File: config.mk
export PLATFORM = sky130hd
export DESIGN_NAME = sbsr_top
export DESIGN_NICKNAME = d
export VERILOG_FILES = /design/src/sbsr_pkg.sv /design/src/sbsr_flag.sv /design/src/sbsr_top.sv
export SDC_FILE = /design/constraint.sdc
export NUM_CORES = 1
export LEC_CHECK = 0
export ABC_AREA = 1
export BUFFER_PORTS_ARGS = -buffer_cell sky130_fd_sc_hd__buf_4
export CORE_UTILIZATION = 40
export DETAILED_ROUTE_END_ITERATION = 12
export PLACE_DENSITY = 0.76
export SYNTH_ARGS = -nofsm -noshare
export SYNTH_HDL_FRONTEND = slang
export SYNTH_SLANG_ARGS = --single-unit
File: constraint.sdc
create_clock -name sys_clk -period 2.3 [get_ports sys_clk]
set_input_delay 0.23 -clock sys_clk [delete_from_list [all_inputs] [get_ports sys_clk]]
set_output_delay 0.23 -clock sys_clk [all_outputs]
set_load 0.01 [all_outputs]
File: src/sbsr_pkg.sv
// Package for the status byte and service request block
package sbsr_pkg;
  // ----------------------------------------
  // Status byte field positions
  // ----------------------------------------
  localparam int SBSR_BIT_STATE = 0;
  localparam int SBSR_BIT_ADAPT = 2;
  localparam int SBSR_BIT_MAV = 4;
  localparam int SBSR_BIT_ESB = 5;
  localparam int SBSR_BIT_SUM = 6;
  localparam logic [7:0] SBSR_RSVD_MASK = 8'h8a;
  localparam logic [7:0] SBSR_ENABLE_RESET = 8'h00;
  localparam logic [7:0] SBSR_STATUS_RESET = 8'h00;
  localparam logic [7:0] SBSR_ENABLE_WMASK = 8'hbf;

  // ----------------------------------------
  // Carriers
  // ----------------------------------------
  typedef struct packed {
    logic std_event_enabled;
    logic queue_not_empty;
    logic value_adapted;
    logic state_enabled;
  } sbsr_events_t;

  typedef struct packed {
    logic query_read;
    logic poll_read;
    logic esr_clear;
    logic clear_all;
  } sbsr_access_t;

  typedef enum logic [1:0] {
    SBSR_IDLE = 2'b00,
    SBSR_REQUEST = 2'b01,
    SBSR_REPORTED = 2'b11
  } sbsr_state_t;
endpackage

File: src/sbsr_flag.sv
// Sticky flag with set priority over clear
`timescale 1ns/100ps
`default_nettype none
module sbsr_flag
  import sbsr_pkg::*;
(
  input wire logic sys_clk,
  input wire logic reset,
  input wire logic set,
  input wire logic clear,
  output logic flag
);
  logic next_flag;

  always_comb
  begin
    next_flag = flag;
    if (clear)
      next_flag = 1'b0;
    if (set)
      next_flag = 1'b1;
  end

  always_ff @(posedge sys_clk or posedge reset)
  begin
    if (reset)
      flag <= 1'b0;
    else
      flag <= next_flag;
  end
endmodule
`default_nettype wire

File: src/sbsr_top.sv
// Status byte summary and service request logic
`timescale 1ns/100ps
`default_nettype none
module sbsr_top
  import sbsr_pkg::*;
(
  input wire logic sys_clk,
  input wire logic reset,
  input wire sbsr_events_t events,
  input wire sbsr_access_t access,
  input wire logic enable_write,
  input wire logic [7:0] enable_wdata,
  output logic [7:0] enable_rdata,
  output logic [7:0] status_summary_byte,
  output logic [7:0] poll_byte,
  output logic service_request
);
  // ----------------------------------------
  // Sticky summary flags and the live message-available bit
  // ----------------------------------------
  logic esb;
  logic value_adapted_flag;
  logic internal_state_flag;
  logic mav;
  logic [7:0] enable_mask;
  logic [7:0] next_enable_mask;
  logic [7:0] summary_bits;
  logic mss;
  logic rqs;

  sbsr_flag u_esb
  (
    .sys_clk(sys_clk),
    .reset(reset),
    .set(events.std_event_enabled),
    .clear(access.esr_clear | access.clear_all),
    .flag(esb)
  );

  sbsr_flag u_value_adapted
  (
    .sys_clk(sys_clk),
    .reset(reset),
    .set(events.value_adapted),
    .clear(access.clear_all),
    .flag(value_adapted_flag)
  );

  sbsr_flag u_internal_state
  (
    .sys_clk(sys_clk),
    .reset(reset),
    .set(events.state_enabled),
    .clear(access.clear_all),
    .flag(internal_state_flag)
  );

  assign mav = events.queue_not_empty;

  // ----------------------------------------
  // Summary byte and enable mask
  // ----------------------------------------
  always_comb
  begin
    summary_bits = 8'h00;
    summary_bits[SBSR_BIT_STATE] = internal_state_flag;
    summary_bits[SBSR_BIT_ADAPT] = value_adapted_flag;
    summary_bits[SBSR_BIT_MAV] = mav;
    summary_bits[SBSR_BIT_ESB] = esb;
  end

  assign mss = |(summary_bits & enable_mask);

  always_comb
  begin
    next_enable_mask = enable_mask;
    if (enable_write)
      next_enable_mask = enable_wdata & SBSR_ENABLE_WMASK;
  end

  always_ff @(posedge sys_clk or posedge reset)
  begin
    if (reset)
      enable_mask <= SBSR_ENABLE_RESET;
    else
      enable_mask <= next_enable_mask;
  end

  // ----------------------------------------
  // Request-service state
  // ----------------------------------------
  sbsr_state_t state;
  sbsr_state_t next_state;

  always_comb
  begin
    next_state = state;
    unique case (state)
      SBSR_IDLE:
        if (mss)
          next_state = SBSR_REQUEST;
      SBSR_REQUEST:
        if (access.poll_read)
          next_state = SBSR_REPORTED;
        else if (!mss)
          next_state = SBSR_IDLE;
      SBSR_REPORTED:
        if (!mss)
          next_state = SBSR_IDLE;
      default:
        next_state = SBSR_IDLE;
    endcase
  end

  always_ff @(posedge sys_clk or posedge reset)
  begin
    if (reset)
      state <= SBSR_IDLE;
    else
      state <= next_state;
  end

  assign rqs = (state == SBSR_REQUEST);

  // ----------------------------------------
  // Registered outputs
  // ----------------------------------------
  logic [7:0] next_status;
  logic [7:0] next_poll;
  logic [7:0] next_enable_rd;

  always_comb
  begin
    next_status = status_summary_byte;
    next_poll = poll_byte;
    next_enable_rd = enable_mask;
    if (access.query_read)
    begin
      next_status = summary_bits & ~SBSR_RSVD_MASK;
      next_status[SBSR_BIT_SUM] = mss;
    end
    if (access.poll_read)
    begin
      next_poll = summary_bits & ~SBSR_RSVD_MASK;
      next_poll[SBSR_BIT_SUM] = rqs;
    end
  end

  always_ff @(posedge sys_clk or posedge reset)
  begin
    if (reset)
    begin
      status_summary_byte <= SBSR_STATUS_RESET;
      poll_byte <= SBSR_STATUS_RESET;
      enable_rdata <= SBSR_ENABLE_RESET;
      service_request <= 1'b0;
    end
    else
    begin
      status_summary_byte <= next_status;
      poll_byte <= next_poll;
      enable_rdata <= next_enable_rd;
      service_request <= mss;
    end
  end

  // ----------------------------------------
  // Checks
  // ----------------------------------------
  chk_query_summary: assert property (
    @(posedge sys_clk) disable iff (reset)
    access.query_read |=> status_summary_byte[SBSR_BIT_SUM] == $past(mss))
    else $error("query byte bit 6 not summary");
  chk_poll_request: assert property (
    @(posedge sys_clk) disable iff (reset)
    access.poll_read |=> poll_byte[SBSR_BIT_SUM] == $past(rqs))
    else $error("poll byte bit 6 not request");
  chk_summary_mask: assert property (
    @(posedge sys_clk) disable iff (reset)
    access.query_read |=> status_summary_byte[SBSR_BIT_SUM] ==
      |(status_summary_byte & $past(enable_mask)))
    else $error("summary mismatch");
  chk_esb_sets: assert property (
    @(posedge sys_clk) disable iff (reset)
    events.std_event_enabled |=> esb)
    else $error("event summary not set");
  chk_mav_follow: assert property (
    @(posedge sys_clk) disable iff (reset)
    access.query_read |=> status_summary_byte[SBSR_BIT_MAV] ==
      $past(events.queue_not_empty))
    else $error("message available wrong");
  chk_adapted_sets: assert property (
    @(posedge sys_clk) disable iff (reset)
    events.value_adapted |=> value_adapted_flag)
    else $error("value adapted not set");
  chk_state_sets: assert property (
    @(posedge sys_clk) disable iff (reset)
    events.state_enabled |=> internal_state_flag)
    else $error("internal state not set");
  chk_reserved_zero: assert property (
    @(posedge sys_clk) disable iff (reset)
    (status_summary_byte & SBSR_RSVD_MASK) == 8'h00 &&
      (poll_byte & SBSR_RSVD_MASK) == 8'h00)
    else $error("reserved bits set");
  chk_mask_bit6: assert property (
    @(posedge sys_clk) disable iff (reset)
    enable_write ##1 !enable_write |=>
      enable_rdata == ($past(enable_wdata, 2) & SBSR_ENABLE_WMASK))
    else $error("enable mask readback wrong");
  chk_srq_follow: assert property (
    @(posedge sys_clk) disable iff (reset)
    service_request == $past(mss))
    else $error("service request missing");
  chk_rqs_cleared: assert property (
    @(posedge sys_clk) disable iff (reset)
    (rqs && access.poll_read) |=> !rqs)
    else $error("request not cleared by poll");

  cov_poll_request: cover property (@(posedge sys_clk) disable iff (reset)
    rqs && access.poll_read);
  cov_query_read: cover property (@(posedge sys_clk) disable iff (reset)
    access.query_read && mss);
  cov_set_clear: cover property (@(posedge sys_clk) disable iff (reset)
    events.std_event_enabled && access.esr_clear);
endmodule
`default_nettype wire

==> results.ini, run 1 <==
[clocking]
ctsResizeCount = 0
cts_buffers = 5
h-tree-depth = 2
clkTransAtPathRegs_ns = 0.08
clkLatencyLatePin_ns = 0.32
cts-root-buf = clkbuf_4
cts_sinks = 30
cts_buffer_depth = 2
cts_tree = yes
cts_setup_buffers = 0

[finish]
layout_common_cells = buf_4, dfrtp_1, nor2_1, mux2_4, a21oi_1
design_area_sq_um = 1440
drive_gt1_share_pct = 39.8
diodes = 0
layout_commonest_cell = buf_4
num-nets-final = 147
area_delta_synth_final_pct = 26.3
nFillCells = 233

[pwr]
leakagePower_uw = 0.000735
p_per_area_nw_per_um2 = 776
ir_drop_mv = 0.425

[yosys]
yosysSeqAreaShare_pct = 65.6
synth.distinct_cells = 14
synthCells = 88
avgSynthCellArea_sq_um = 13.0
synth_area_sq_um = 1140
ys_seq_elements = 30
yosys_warnings = 0

[route]
viasPerCell = 4.55
vias = 723
drt-initial-drc-count = 8
wire_per_inst_um = 12.2
drc_errors = 0
wirelength_um = 1930
ant_nets = 0
drt-pass1-iter-count = 4

[die]
start_util_pct = 41.8
rows = 19
die_area_sq_um = 3080
die_h_um = 55.5
ios = 44
coreArea_sq_um = 2730
dieWidth_um = 55.5

[placed_design]
gp_congestion = 0.732
io_buffers = 35
dp_hpwl_um = 1400
postPlaceCellArea_sq_um = 1390

[grt]
grt_pass1_wl_um = 3350
grt_pass1_vias = 767
grt_usage_pct = 14.6
antenna_found_initial = 0
grt_overflow_total = 0
grt_max_degree = 31

[hold_path]
worstHoldStart = access[0]
hp-class = primary input to flip-flop
whs_endpoint = u_value_adapted.flag$_DFFE_PP0P_
min_path_cells = 2

[setup_path]
crit_family = flip-flops
ff2ff_setup_slack_ns = 1.27
worstPathMaxFanout = 2
r2r_cells = 4
cp-start-kind = flip-flop
max_stage_delay_ns = 0.40
worst_ep_arrival_time_ns = 0.87
worst-endpoint-required_ns = 2.07
end_kind = output port
crit_type = flip-flop to output port
path_cells = buf_4
crit_slowest_cell = dfrtp_1
rr_startpoint = enable_mask[2]$_DFFE_PP0P_
crit_buf_inv = 1
r2r_end = state[1]$_DFFE_PP0P_

[run]
timing.max_cap.violations = 0

[sta]
fin_crit_ns = 1.10
max_freq_mhz = 910
drv_slew = 0
setup_viol = 0
fin_worst_skew_ns = 0.00765
finalSetupTns_ns = 0
fin_crit_sh_pct = 47.8
rsz0062_at_grt = false
hold_viol_final = 0

[run_status]
status = completed

-- synthesized netlist by cell type, drive strengths merged --
cell    count  area (sq um)
o21bai      2          15.0
conb        1          3.75
inv         7          26.3
mux2        9           135
a21oi       8          40.0
nor3        1          5.00
or2         1          6.26
nor2        9          33.8
nand2       7          26.3
nand3       1          5.00
dfrtp      30           751
buf        10          86.3
o21ai       2          10.0
-- per-stage QoR --
step	cells	utilization [%]	worst slack [ns]	hold slack (ns)	power, uW
after floorplan	94	-	1.44	0.321	762
after global placement	151	50.8	1.34	0.317	846
after detailed placement	151	50.8	1.27	0.329	860
after CTS	159	52.8	1.18	0.0816	1140
after global routing	159	52.8	1.16	0.0821	1190
final	159	52.8	1.20	0.0954	1120
-- power breakdown --
group,internal (uW),switching [uW]
logic,113,98.7
registers,597,40.0
clock network,115,158
total,824,296
-- sequential cells by signal, indices dropped and copies added, names as in the netlist --
register	cells
u_value_adapted.flag	1
u_internal_state.flag	1
enable_mask	7
status_summary_byte	5
u_esb.flag	1
enable_rdata	7
poll_byte	5
service_request	1
state	2
-- cell type report --
cell class              instances  area, sq um  share of cell area [%]
well taps                      31         38.8                    2.69
multi-input cells              47          303                    21.0
flip-flops and latches         30          751                    52.0
inverters                       7         26.3                    1.82
clock buffers                   7         45.0                    3.12
repair buffers                 37          280                    19.4
-- what timing repair did --
action	in CTS	in global routing
hold buffers	1	0
endpoints found under the hold margin	30	0
setup endpoints to repair	0	0
-- cell families (layout without fill, tap and decap cells) --
group,after synthesis,in the layout,synth area share [%]
other,1,7,0.328
flip-flops,30,30,65.6
buffers and inverters,17,51,9.85
AO/OA/AOI/OAI,12,12,5.69
multiplexers,9,9,11.8
AND/OR/NAND/NOR,19,19,6.67
-- layer usage --
metal / share of wire, % / wire, um / global-route usage (%)
met1: 40 / 778 / 17.7
met2: 51 / 980 / 22.7
met3: 7.4 / 143 / 6.79
met4: 1.6 / 30 / 5.36
met5: 0 / 0 / 0
-- worst max path at each step --
stage | from | endpoint | depth (start not counted)
detailed placement | enable_mask[2]$_DFFE_PP0P_ | state[1]$_DFFE_PP0P_ | 4
global placement | enable_mask[2]$_DFFE_PP0P_ | state[1]$_DFFE_PP0P_ | 4
finish | poll_byte[2]$_DFFE_PP0P_ | poll_byte[2] | 1
global route | enable_mask[2]$_DFFE_PP0P_ | state[1]$_DFFE_PP0P_ | 4
CTS | poll_byte[2]$_DFFE_PP0P_ | poll_byte[2] | 1
floorplan | reset | enable_mask[0]$_DFFE_PP0P_ | 1
Note: power is estimated with default switching activity, not from simulation.
==> run 2, diff against run 1 <==
Settings changed: PLACE_DENSITY 0.76 to 0.79.
Clock period 2.3 ns to 0.95 ns, I/O delays scaled along.
==> run 2 against run 1 <==
  * The flow now finishes with violations (negative setup slack)
  * Register-to-register slack worse by 1.2 ns
  * Power grew to 2.6 times the previous value
  * First-iteration DRC count up 38%
  * Via count is 14% higher
  * Clock skew increased by 0.0046 ns
  * Critical endpoint is now poll_byte[0]
  * Largest power group unchanged
==> results.ini, run 2 (synthesized netlist as in run 1, its figures left out) <==
[grt]
use_met1_pct = 16.0  ; -1.7 points
grt-busiest-layer = met2
grt_usage_pct = 17.1  ; +2.5 points
antenna_found_initial = 0  ; unchanged
grt_overflow_total = 0  ; unchanged
grt_pass1_wl_um = 3800  ; +13%
grtUsageMet2_pct = 30.1  ; +7.4 points
grt_pass1_vias = 907  ; +18%
grt_max_degree = 31  ; unchanged
grtUsageMet3_pct = 8.20  ; +1.4 points

[sta]
fin_crit_ns = 0.976
hold_viol_final = 0  ; unchanged
drv_slew = 0  ; unchanged
rsz0062_at_grt = true
setup_viol = 9  ; +9
fin_crit_sh_pct = 103
finalWorstSetupSlack_ns = -0.0261  ; -1.23 ns
fin_worst_skew_ns = 0.0123  ; +0.00460 ns
hold_ws_ns = 0.126  ; +0.0303 ns
max_freq_mhz = 1020

[placed_design]
pre_cts_ws_ns = -0.0529  ; -1.33 ns
dp_hpwl_um = 1550  ; +11%
io_buffers = 35  ; unchanged
gp_congestion = 0.709  ; -3.1%
placed_cells = 156  ; +3.3%

[clocking]
cts_tree = yes
cts_buffers = 5  ; unchanged
h-tree-depth = 2  ; unchanged
clkLatencyLatePin_ns = 0.33  ; about the same
cts_sinks = 30  ; unchanged
cts_buffer_depth = 2  ; unchanged
cts-root-buf = clkbuf_4
clkTransAtPathRegs_ns = 0.09  ; about the same

[run_status]
violations = negative setup slack
status = finished with violations

[route]
drt-initial-drc-count = 11  ; +3
wirelength_um = 2310  ; +20%
vias = 824  ; +14%
drt-pass1-iter-count = 4  ; unchanged
ant_nets = 0  ; unchanged
wire_per_inst_um = 12.7  ; +4.6%
drc_errors = 0  ; unchanged
viasPerCell = 4.53  ; -0.43%

[hold_path]
hp-class = primary input to flip-flop

[finish]
final_util_pct = 63.1  ; +10 points
largestRegisters = enable_mask (7), enable_rdata (7)
drive_gt1_share_pct = 41.7  ; +1.9 points
area_delta_synth_final_pct = 50.9
diodes = 0  ; unchanged
num-nets-final = 170  ; +16%
instances_no_fill = 182  ; +14%
layout_commonest_cell = dfrtp_1
layout_common_cells = dfrtp_1, buf_4, buf_6

[setup_path]
crit_slowest_cell = dfrtp_1
crit_type = flip-flop to output port
max_stage_delay_ns = 0.42  ; +0.02 ns
cp-start-kind = flip-flop
path_cells = buf_6
worstPathMaxFanout = 2  ; unchanged
worst_ep_arrival_time_ns = 0.88  ; about the same
crit_buf_inv = 1  ; unchanged
worst-endpoint-required_ns = 0.85  ; -1.22 ns
end_kind = output port
crit_family = flip-flops

[die]
ios = 44  ; unchanged
start_util_pct = 41.8  ; unchanged
dieWidth_um = 55.5  ; unchanged
coreArea_sq_um = 2730  ; unchanged
die_area_sq_um = 3080  ; unchanged
rows = 19  ; unchanged
die_h_um = 55.5  ; unchanged

[pwr]
ir_drop_mv = 1.23  ; +190%
p_total_uw = 2940  ; +160%
leakagePower_uw = 0.000866  ; +18%
p_per_area_nw_per_um2 = 1700  ; +120%

[run]
timing.max_cap.violations = 0  ; unchanged

[run 2: cell types whose count changed in the layout (fill, tap and decap cells not counted), sizes merged]
cell         change
clkinv           +2
buf              +9
clkbuf           -2
dlygate4sd3     +14
[run 2: final timing paths]
kind	startpoint	endpoint	slack, ns	cells after the start
setup / recovery	poll_byte[0]$_DFFE_PP0P_	poll_byte[0]	-0.03	1
hold / removal	enable_write	enable_mask[5]$_DFFE_PP0P_	0.13	2
setup reg to reg	enable_mask[4]$_DFFE_PP0P_	enable_mask[4]$_DFFE_PP0P_	0.04	2
hold reg to reg	enable_mask[3]$_DFFE_PP0P_	enable_rdata[3]$_DFF_PP0_	0.40	0
max in group asynchronous	reset	enable_mask[0]$_DFFE_PP0P_	0.28	4
min in group asynchronous	reset	service_request$_DFF_PP0_	0.39	4
[run 2: metrics by stage]
stage	TNS [ns]	area, sq um
after floorplan	0	1170
after global placement	0	1430
after detailed placement	-0.0782	1430
after CTS	-0.278	1680
after global routing	-0.813	1730
final	-0.102	1730
[run 2: metal layers]
layer,routed length (um),vias to the layer above
met3,146,7
met2,1240,34
li1,-,391
met4,54,0
met1,871,392
met5,0,-
[run 2: cell type report]
type | instances | area [sq um]
Timing Repair Buffer | 60 | 552
Clock buffer | 5 | 37.5
Tap cell | 31 | 38.8
Multi-Input combinational cell | 47 | 310
Inverter | 7 | 26.3
Fill cell | 202 | 1010
Clock inverter | 2 | 10.0
Sequential cell | 30 | 751
[run 2: what timing repair did]
item | 4_1_cts | 5_1_grt
hold buffers | 13 | 2
pin swaps | 0 | 0
endpoints found under the setup margin | 16 | 20
endpoints found under the hold margin | 44 | 3
buffers inserted | 3 | 1
resized for setup | 14 | 5
[run 2: power by group]
group / total (uW) / internal [uW] / leakage [uW] / switching, uW
Sequential: 1550 / 1450 / 0.000339 / 107
Combinational: 707 / 429 / 0.000496 / 279
Clock: 681 / 265 / 0.0000308 / 416
Total: 2940 / 2140 / 0.000866 / 801
